## config.mk

```make
export PLATFORM = sky130hd
export DESIGN_NAME = fhs_floppy_host_status_output_regs
export DESIGN_NICKNAME = d
export VERILOG_FILES = /design/src/hdl/fhs_pkg.sv /design/src/hdl/floppy_host_status_output_regs.sv
export SDC_FILE = /design/constraint.sdc
export NUM_CORES = 1
export LEC_CHECK = 0
export ABC_AREA = 1
export BUFFER_PORTS_ARGS = -buffer_cell sky130_fd_sc_hd__buf_2
export CORE_ASPECT_RATIO = 1.5
export CORE_UTILIZATION = 56
export DETAILED_ROUTE_END_ITERATION = 16
export PLACE_DENSITY = 0.88
export SYNTH_ARGS = -nofsm -noshare
export SYNTH_HDL_FRONTEND = slang
export SYNTH_SLANG_ARGS = --single-unit
export TNS_END_PERCENT = 10
```

## constraint.sdc

```tcl
create_clock -name clk -period 2.3 [get_ports clk]
set_input_delay 0.23 -clock clk [delete_from_list [all_inputs] [get_ports clk]]
set_output_delay 0.23 -clock clk [all_outputs]
set_load 0.01 [all_outputs]
```

## src/hdl/fhs_pkg.sv

```systemverilog
// Operation
// - Alt status bit0: direction inverted
// - Alt status bits1,2,4 inputs; bit3 side inverted
// - Alt status bit5 latches step, clears
// - Alt status bits6,7 show DRQ, interrupt
// - Status B readable enhanced, floats basic
// - Enhanced status B mirrors motors, write gate
// - Enhanced status B toggles on data edges
// - Enhanced status B bit5 shows select bit0
// - Enhanced status B bits 7:6 read one
// - Alt status B: ones, active-low selects
// - Alt status B bit2 latches write gate
// - Alt status B bits3,4 latch data edges
// - Motor control register zero, writable, survives
// - Bits 1:0 binary drive number
// - Bit2 low holds soft reset
// - Basic/alt: bit3 enables DMA/irq pins
// - Enhanced: DMA/irq pins always enabled
// - Bits 4,5 drive motor outputs
// - Tape assign bits 1:0, upper bits read zero
// - Normal order select and motor decode
// - Swapped order select and motor decode
// - Status A floats basic, readable enhanced
package fhs_pkg;
    localparam logic [9:0] ADDR_STATUS_A = 10'h3f0;
    localparam logic [9:0] ADDR_STATUS_B = 10'h3f1;
    localparam logic [9:0] ADDR_MOTOR_CTRL = 10'h3f2;
    localparam logic [9:0] ADDR_TAPE = 10'h3f3;
    localparam logic [9:0] ADDR_DIG_IN = 10'h3f7;
    localparam logic [7:0] MOTOR_CTRL_RESET = 8'h00;
    localparam logic [1:0] TAPE_RESET = 2'h0;
    localparam logic [7:0] BYTE_ZERO = 8'h00;
    localparam logic [7:0] TAPE_DRIVE_MASK = 8'h03;
    localparam logic [1:0] DRIVE_NUM_0 = 2'h0;
    localparam logic [1:0] DRIVE_NUM_1 = 2'h1;
    localparam logic [1:0] RESERVED_ONES = 2'h3;

    typedef enum logic [1:0]
    {
        FHS_BASIC,
        FHS_ENHANCED,
        FHS_ALTERNATE
    } fhs_mode_type;

    // Field layout of the motor and drive control register
    typedef struct packed
    {
        logic motorOn3;
        logic motorOn2;
        logic motorOn1;
        logic motorOn0;
        logic dmaIrqPinEnable;
        logic softResetLow;
        logic [1:0] driveNum;
    } fhs_motor_ctrl_type;

    // Drive interface inputs, all active high after synchronising
    typedef struct packed
    {
        logic writeProtect;
        logic indexPulse;
        logic trackZeroIn;
        logic readData;
    } fhs_drive_in_type;

    // Drive interface signals the controller core produces
    typedef struct packed
    {
        logic stepOut;
        logic stepInward;
        logic headSideSel;
        logic writeGateOut;
        logic writeData;
        logic dmaRequest;
        logic floppyIrqOut;
    } fhs_core_out_type;
endpackage : fhs_pkg

```

## src/hdl/floppy_host_status_output_regs.sv

```systemverilog
`timescale 1ns/1ps
module fhs_floppy_host_status_output_regs
    import fhs_pkg::*;
(
    input wire logic clk,
    input wire logic reset_n,
    input wire fhs_mode_type opMode,
    input wire logic swapDrives,
    input wire logic [9:0] hostAddr,
    input wire logic hostRead,
    input wire logic hostWrite,
    input wire logic [7:0] hostWriteData,
    input wire fhs_drive_in_type driveIn,
    input wire fhs_core_out_type coreOut,
    output logic [7:0] hostReadData,
    output logic hostDataOe,
    output logic driveSel0_n,
    output logic driveSel1_n,
    output logic motorOn0_n,
    output logic motorOn1_n,
    output logic coreReset,
    output logic dmaIrqPinsEnabled,
    output logic [1:0] tapeDriveNum
);
    // Drive pins cross from outside; two flops before use
    fhs_drive_in_type driveMeta;
    fhs_drive_in_type driveSync;
    logic readDataLast;
    logic writeDataLast;
    logic writeGateLast;
    logic stepLast;

    fhs_motor_ctrl_type motorCtrl;
    fhs_motor_ctrl_type next_motorCtrl;
    logic [1:0] tapeAssign;
    logic [1:0] next_tapeAssign;
    logic stepLatch;
    logic next_stepLatch;
    logic writeGateLatch;
    logic next_writeGateLatch;
    logic readEdgeFlag;
    logic next_readEdgeFlag;
    logic writeEdgeFlag;
    logic next_writeEdgeFlag;
    logic [7:0] next_hostReadData;
    logic next_hostDataOe;
    logic next_driveSel0_n;
    logic next_driveSel1_n;
    logic next_motorOn0_n;
    logic next_motorOn1_n;
    logic next_dmaIrqPinsEnabled;

    logic readFall;
    logic writeFall;
    logic writeGateRise;
    logic stepRise;
    logic digInRead;
    logic altMode;
    logic enhMode;

    // True when the host reads a given address this cycle
    function automatic logic readHit(input logic [9:0] a,
                                     input logic [9:0] target,
                                     input logic rd);
        readHit = rd && (a == target);
    endfunction : readHit

    // True when the host writes a given address this cycle
    function automatic logic writeHit(input logic [9:0] a,
                                      input logic [9:0] target,
                                      input logic wr);
        writeHit = wr && (a == target);
    endfunction : writeHit

    // Synchroniser and edge history
    always_ff @(posedge clk or negedge reset_n)
    begin
        if (!reset_n)
        begin
            driveMeta <= '0;
            driveSync <= '0;
            readDataLast <= 1'b0;
            writeDataLast <= 1'b0;
            writeGateLast <= 1'b0;
            stepLast <= 1'b0;
        end
        else
        begin
            driveMeta <= driveIn;
            driveSync <= driveMeta;
            readDataLast <= driveSync.readData;
            writeDataLast <= coreOut.writeData;
            writeGateLast <= coreOut.writeGateOut;
            stepLast <= coreOut.stepOut;
        end
    end

    // Mode is a static strap from configuration
    assign altMode = (opMode == FHS_ALTERNATE);
    assign enhMode = (opMode == FHS_ENHANCED);
    // Inactive edge of an active-high data pulse is its fall
    assign readFall = readDataLast && !driveSync.readData;
    assign writeFall = writeDataLast && !coreOut.writeData;
    assign writeGateRise = !writeGateLast && coreOut.writeGateOut;
    assign stepRise = !stepLast && coreOut.stepOut;
    assign digInRead = readHit(hostAddr, ADDR_DIG_IN, hostRead);

    // Register file and event flags
    always_comb
    begin
        next_motorCtrl = motorCtrl;
        next_tapeAssign = tapeAssign;
        next_stepLatch = stepLatch;
        next_writeGateLatch = writeGateLatch;
        next_readEdgeFlag = readEdgeFlag;
        next_writeEdgeFlag = writeEdgeFlag;
        if (writeHit(hostAddr, ADDR_MOTOR_CTRL, hostWrite))
        begin
            next_motorCtrl = fhs_motor_ctrl_type'(hostWriteData);
        end
        if (writeHit(hostAddr, ADDR_TAPE, hostWrite))
        begin
            next_tapeAssign = hostWriteData[1:0];
        end
        // Clears first, so a same-cycle event still wins
        if (digInRead || !motorCtrl.softResetLow)
        begin
            next_stepLatch = 1'b0;
        end
        if (stepRise)
        begin
            next_stepLatch = 1'b1;
        end
        if (altMode)
        begin
            if (digInRead)
            begin
                next_writeGateLatch = 1'b0;
                next_readEdgeFlag = 1'b0;
                next_writeEdgeFlag = 1'b0;
            end
            if (writeGateRise)
            begin
                next_writeGateLatch = 1'b1;
            end
            if (readFall)
            begin
                next_readEdgeFlag = 1'b1;
            end
            // Not qualified by write gate on purpose
            if (writeFall)
            begin
                next_writeEdgeFlag = 1'b1;
            end
        end
        else
        begin
            if (readFall)
            begin
                next_readEdgeFlag = !readEdgeFlag;
            end
            if (writeFall)
            begin
                next_writeEdgeFlag = !writeEdgeFlag;
            end
        end
    end

    always_ff @(posedge clk or negedge reset_n)
    begin
        if (!reset_n)
        begin
            motorCtrl <= fhs_motor_ctrl_type'(MOTOR_CTRL_RESET);
            tapeAssign <= TAPE_RESET;
            stepLatch <= 1'b0;
            writeGateLatch <= 1'b0;
            readEdgeFlag <= 1'b0;
            writeEdgeFlag <= 1'b0;
        end
        else
        begin
            motorCtrl <= next_motorCtrl;
            tapeAssign <= next_tapeAssign;
            stepLatch <= next_stepLatch;
            writeGateLatch <= next_writeGateLatch;
            readEdgeFlag <= next_readEdgeFlag;
            writeEdgeFlag <= next_writeEdgeFlag;
        end
    end

    // Drive decode and read mux
    always_comb
    begin
        logic sel0Raw;
        logic sel1Raw;
        logic [7:0] statA;
        logic [7:0] statB;
        sel0Raw = 1'b1;
        sel1Raw = 1'b1;
        statA = BYTE_ZERO;
        statB = BYTE_ZERO;
        // Binary number picks at most one drive (0 or 1), only with its motor bit set
        if (motorCtrl.driveNum == DRIVE_NUM_0 && motorCtrl.motorOn0)
        begin
            sel0Raw = 1'b0;
        end
        if (motorCtrl.driveNum == DRIVE_NUM_1 && motorCtrl.motorOn1)
        begin
            sel1Raw = 1'b0;
        end
        next_driveSel0_n = swapDrives ? sel1Raw : sel0Raw;
        next_driveSel1_n = swapDrives ? sel0Raw : sel1Raw;
        // Motor pins follow their bits, crossed when drives swap
        next_motorOn0_n = swapDrives ? !motorCtrl.motorOn1
                                     : !motorCtrl.motorOn0;
        next_motorOn1_n = swapDrives ? !motorCtrl.motorOn0
                                     : !motorCtrl.motorOn1;
        // Enhanced mode keeps the pins live regardless of the bit
        next_dmaIrqPinsEnabled = enhMode
                                 || motorCtrl.dmaIrqPinEnable;
        if (altMode)
        begin
            statA = {coreOut.floppyIrqOut, coreOut.dmaRequest,
                     stepLatch, driveSync.trackZeroIn,
                     !coreOut.headSideSel, driveSync.indexPulse,
                     driveSync.writeProtect,
                     !coreOut.stepInward};
            statB = {1'b1, next_driveSel1_n, next_driveSel0_n,
                     writeEdgeFlag, readEdgeFlag, writeGateLatch,
                     RESERVED_ONES};
        end
        else
        begin
            statA = {coreOut.floppyIrqOut, 1'b1, stepLatch,
                     !driveSync.trackZeroIn, coreOut.headSideSel,
                     !driveSync.indexPulse, !driveSync.writeProtect,
                     coreOut.stepInward};
            statB = {RESERVED_ONES, motorCtrl.driveNum[0],
                     writeEdgeFlag, readEdgeFlag,
                     coreOut.writeGateOut, motorCtrl.motorOn1,
                     motorCtrl.motorOn0};
        end
        next_hostReadData = BYTE_ZERO;
        next_hostDataOe = 1'b0;
        if (hostRead)
        begin
            case (hostAddr)
                ADDR_STATUS_A:
                begin
                    next_hostReadData = statA;
                    next_hostDataOe = !(opMode == FHS_BASIC);
                end
                ADDR_STATUS_B:
                begin
                    next_hostReadData = statB;
                    next_hostDataOe = !(opMode == FHS_BASIC);
                end
                ADDR_MOTOR_CTRL:
                begin
                    next_hostReadData = motorCtrl;
                    next_hostDataOe = 1'b1;
                end
                ADDR_TAPE:
                begin
                    // All lanes driven; upper six bits read zero
                    next_hostReadData = {6'h00, tapeAssign};
                    next_hostDataOe = 1'b1;
                end
                default:
                begin
                    next_hostReadData = BYTE_ZERO;
                    next_hostDataOe = 1'b0;
                end
            endcase
        end
    end

    // Registered outputs
    always_ff @(posedge clk or negedge reset_n)
    begin
        if (!reset_n)
        begin
            hostReadData <= BYTE_ZERO;
            hostDataOe <= 1'b0;
            driveSel0_n <= 1'b1;
            driveSel1_n <= 1'b1;
            motorOn0_n <= 1'b1;
            motorOn1_n <= 1'b1;
            coreReset <= 1'b1;
            tapeDriveNum <= TAPE_RESET;
        end
        else
        begin
            hostReadData <= next_hostReadData;
            hostDataOe <= next_hostDataOe;
            driveSel0_n <= next_driveSel0_n;
            driveSel1_n <= next_driveSel1_n;
            motorOn0_n <= next_motorOn0_n;
            motorOn1_n <= next_motorOn1_n;
            coreReset <= !motorCtrl.softResetLow;
            tapeDriveNum <= tapeAssign;
        end
    end

    // Pin enable kept out of hardware reset: in enhanced mode the pins
    // stay live through reset, while the cleared control bit leaves
    // only the strap. Limitation: unknown until the first clock edge.
    always_ff @(posedge clk)
    begin
        dmaIrqPinsEnabled <= next_dmaIrqPinsEnabled;
    end
endmodule : fhs_floppy_host_status_output_regs

```

-- Word level (Yosys, flattened, before mapping)
Cells that the tools add are included.
- flip-flop bits (word level): 43
- output and inout bits: 17
- logic and storage cells: 102
- equality and inequality tests: 8
- mux-type cells: 22
- reduce and logical (&&, ||, !) cells: 39
- operators by type and width (operator ; count):
    $eq A10 B10 Y1 const B ; 5
    $pmux W8 S4 ; 1
    $mux W1 ; 17
    $logic_not A1 Y1 ; 15
    $mux W7 ; 2
    $reduce_bool A2 Y1 ; 6
    $logic_and A1 B1 Y1 ; 9
    $mux W8 ; 1
    $reduce_and A2 Y1 ; 3
    $eq A2 B1 Y1 const B ; 2
    $logic_not A2 Y1 ; 2
    $reduce_or A2 Y1 ; 2
    $eq A2 B2 Y1 const B ; 1
    $logic_or A1 B1 Y1 ; 2
    $pmux W1 S2 ; 1

-- Logic depth before layout (Yosys ltp)
- depth after elaboration: 7
- gate-level depth with buffers: 9
- gate-level depth less buffers: 8

-- Worst setup path after synthesis
No wires, ideal clock.
- path type: input port to flip-flop
- start point: input hostAddr[2]
- end point: register motorCtrl[3] (netlist name)
- arrival: 0.927 ns
- slack: 1.255 ns
- stages on the path: 7
- buffers on the path: 1
- cells stage by stage: inv_2 -> nand2_2 -> nor2_4 -> nand3_4 -> buf_6 -> nand2_1 -> o21ai_2
- longest elaborated chain between the ends: 2
- RTL lines (element ; RTL line ; source):
    start, declared ; floppy_host_status_output_regs.sv:9 ; input wire logic [9:0] hostAddr,
    $eq A10 B10 Y1 ; floppy_host_status_output_regs.sv:72 ; writeHit = wr && (a == target);
    $logic_and A1 B1 Y1 ; floppy_host_status_output_regs.sv:72 ;
    end signal, assigned ; floppy_host_status_output_regs.sv:173 ; motorCtrl <= fhs_motor_ctrl_type'(MOTOR_CTRL_RESET);
    end signal, assigned ; floppy_host_status_output_regs.sv:182 ; motorCtrl <= next_motorCtrl;
    end, declared ; floppy_host_status_output_regs.sv:33 ; fhs_motor_ctrl_type motorCtrl;
Every way passes these cells.
A chain may end at the register's enable or synchronous reset.

-- Worst setup path after layout
- start point: register coreReset
- end point: output coreReset
- RTL lines (element ; RTL line ; source):
    start, declared ; floppy_host_status_output_regs.sv:21 ; output logic coreReset,
    start signal, assigned ; floppy_host_status_output_regs.sv:300 ; coreReset <= !motorCtrl.softResetLow;
No word-level cell between the ends.

==> qor.yml <==
ys_ff_latch: 43
worstReg2RegEnd: "hostReadData[1]"
drive_above_1_share_pct: 31.6
pin_count: 53
grt_pass1_wl_mm: 6.53
nFillCells: 299
htreeDepth: 2
syn_inst: 235
routedWlPerCell_um: 11.9
hold_class: "input port to flip-flop"
path_max_fanout: 1
finalCriticalPeriod_ns: 1.18
yosysWarningCount: 0
fin_cells: 333
insertion_delay_ns: 0.30
drtPass1Iterations: 5
reg2reg_depth: 6
crit_path_cell_trace: "buf_2"
drc: 0
grt-ovfl-total: 0
p_leak_nw: 1.32
cp-end-kind: "primary output"
p_per_area_mw_per_mm2: 630
ys_seq_area_share_pct: 53.5
fin_crit_sh_pct: 51.2
final_common_cell: "nand2_1"
outcome: "completed"
drtIter0Drc: 78
antenna_cells: 0
syn_nets: 271
via_count: 1714
hold_depth: 1
synth_area_mm2: 0.00201
worst_setup_path_start_kind: "flip-flop"
hp-start: "driveIn[2]"
setup-violations-final: 0
whs_endpoint: "driveMeta[2]"
layout_common_cells: "63 x nand2_1, 52 x buf_2, 37 x dfrtp_1"
cts-hold-fix-buffers: 0
final_hold_viol_count: 0
slew_violations: 0
cts_resized: 0
totalWireLength_mm: 3.97
tightest_slew_ns: 0.864
clkSlewWorstSetupHoldPaths_ns: 0.08
dp.cells: 325
cts_setup_buffers: 0
seq_area_mm2: 0.00108
path_class: "flip-flop to primary output"
die_y_um: 75.4
critPathBufInv: 1
ant_nets: 0
core.rowCount: 26
root_buffer: "clkbuf_8"
cp.arrival_ns: 0.95
cp_top_family: "flip-flops"
worstPathRequired_ns: 2.07
grt_setup_unrepaired: "no"
grt_pass1_vias: 1588
die_area_mm2: 0.00384
globalplace.congestion: 0.901
cts_tree: "done"
cp_slowest_cell: "dfstp_2"
clock-sinks: 43
fin_nets: 326
multi_input_area_um2: 766
die_x_um: 51.0
fin_skew_ns: 0.00770
cts_buffer_depth: 2
setup_tns_ns: 0
regToRegStartpoint: "motorCtrl[5]"
slew_headroom_pct: 42.4
post-dp-hpwl_mm: 2.98
ir_drop_uv: 564
r2r_slack_ns: 1.24
core_area_mm2: 0.00342
portBuffers: 52
initial_core_util_pct: 58.9
cts_made_buffers: 5
antenna_found_initial: 0
grtUsageTotal_pct: 23.3
cap_violations: 0
synth_cell_types: 26
vias_per_cell: 5.15
grt_max_degree: 43
synth.avg_cell_area_um2: 8.57
max_freq_mhz: 848
cpPeakStageDelay_ns: 0.53
area_growth_pct: 19.5
==> how the worst max path moves through the flow <==
stage,start,end,slack [ns],cells past startpoint
3_3_place_gp,hostAddr[2],motorCtrl[4],0.89,7
4_1_cts,coreReset,coreReset,1.11,1
5_1_grt,hostAddr[2],motorCtrl[2],1.09,7
2_1_floorplan,hostAddr[2],motorCtrl[3],1.26,7
6_report,coreReset,coreReset,1.12,1
3_5_place_dp,hostAddr[2],motorCtrl[4],0.84,7
==> synthesized netlist by cell type <==
cell type,count,area share (%)
buf_2,1,0.25
nand4_2,1,0.62
nor2_1,22,4.1
o21ai_0,3,0.75
dfrtp_1,37,46
nand3_4,1,0.87
nand3_1,23,5.7
nand4_1,13,4.0
inv_2,5,0.93
a31oi_1,1,0.31
buf_6,2,1.1
nand2_1,63,12
nor2_2,4,1.2
o21ai_2,5,2.2
a21oi_2,3,1.3
buf_4,2,0.75
o21bai_1,1,0.37
nand3_2,2,0.99
a21oi_1,2,0.50
dfstp_2,5,6.5
dfxtp_1,1,0.99
nand3b_1,2,0.75
inv_1,29,5.4
nor2_4,2,1.1
o21ai_1,2,0.50
nand2_2,3,0.93
==> metrics by stage <==
stage / total power, mW / utilization, % / hold slack, ns / worst slack, ns / cell area (um2)
after floorplan: 0.875 / - / -0.0656 / 1.26 / 2010
after global placement: 0.940 / 67.1 / 0.332 / 0.887 / 2290
after detailed placement: 0.946 / 67.1 / 0.336 / 0.841 / 2290
after CTS: 1.53 / 70.4 / 0.0207 / 1.11 / 2410
after global routing: 1.59 / 70.4 / 0.0118 / 1.09 / 2410
final: 1.52 / 70.4 / 0.0287 / 1.12 / 2410
==> routing by layer <==
metal	part of all wire, %	vias to the layer above	track usage (%)
met5	0	-	0
li1	-	856	-
met1	39	775	26.1
met3	7.8	5	7.19
met2	52	78	40.5
met4	1.3	0	10.2
==> flip-flops by register name, indices dropped and copies added, names as in the netlist <==
register	cells
driveMeta	4
driveSel0_n	1
driveSync	4
motorCtrl	8
tapeAssign	2
hostDataOe	1
motorOn0_n	1
dmaIrqPinsEnabled	1
writeGateLast	1
stepLatch	1
readEdgeFlag	1
writeEdgeFlag	1
tapeDriveNum	2
writeGateLatch	1
motorOn1_n	1
coreReset	1
writeDataLast	1
readDataLast	1
driveSel1_n	1
stepLast	1
hostReadData	8
==> area by class of cell <==
cell class / count / share of cell area, %
tap: 42 / 2.18
inverter: 34 / 5.30
sequential: 43 / 44.8
clock buffer: 5 / 2.86
timing repair buffer: 53 / 11.1
clock inverter: 3 / 1.92
multi-input combinational: 153 / 31.8
==> power breakdown <==
part           switching (mW)  leakage, nW  internal, mW
sequential             0.0137        0.520         0.782
combinational          0.0851        0.744        0.0491
clock                   0.258       0.0548         0.327
==> cells by family (layout without fill, tap and decap cells) <==
logic type	after synthesis	count (layout)	synth area share, %
AOI/OAI and AO/OA	17	17	5.90
buffers and inverters	39	95	8.45
DFF	43	43	53.5
and+or+nand+nor	136	136	32.1
No activity file was read; power rests on OpenSTA's default activity.
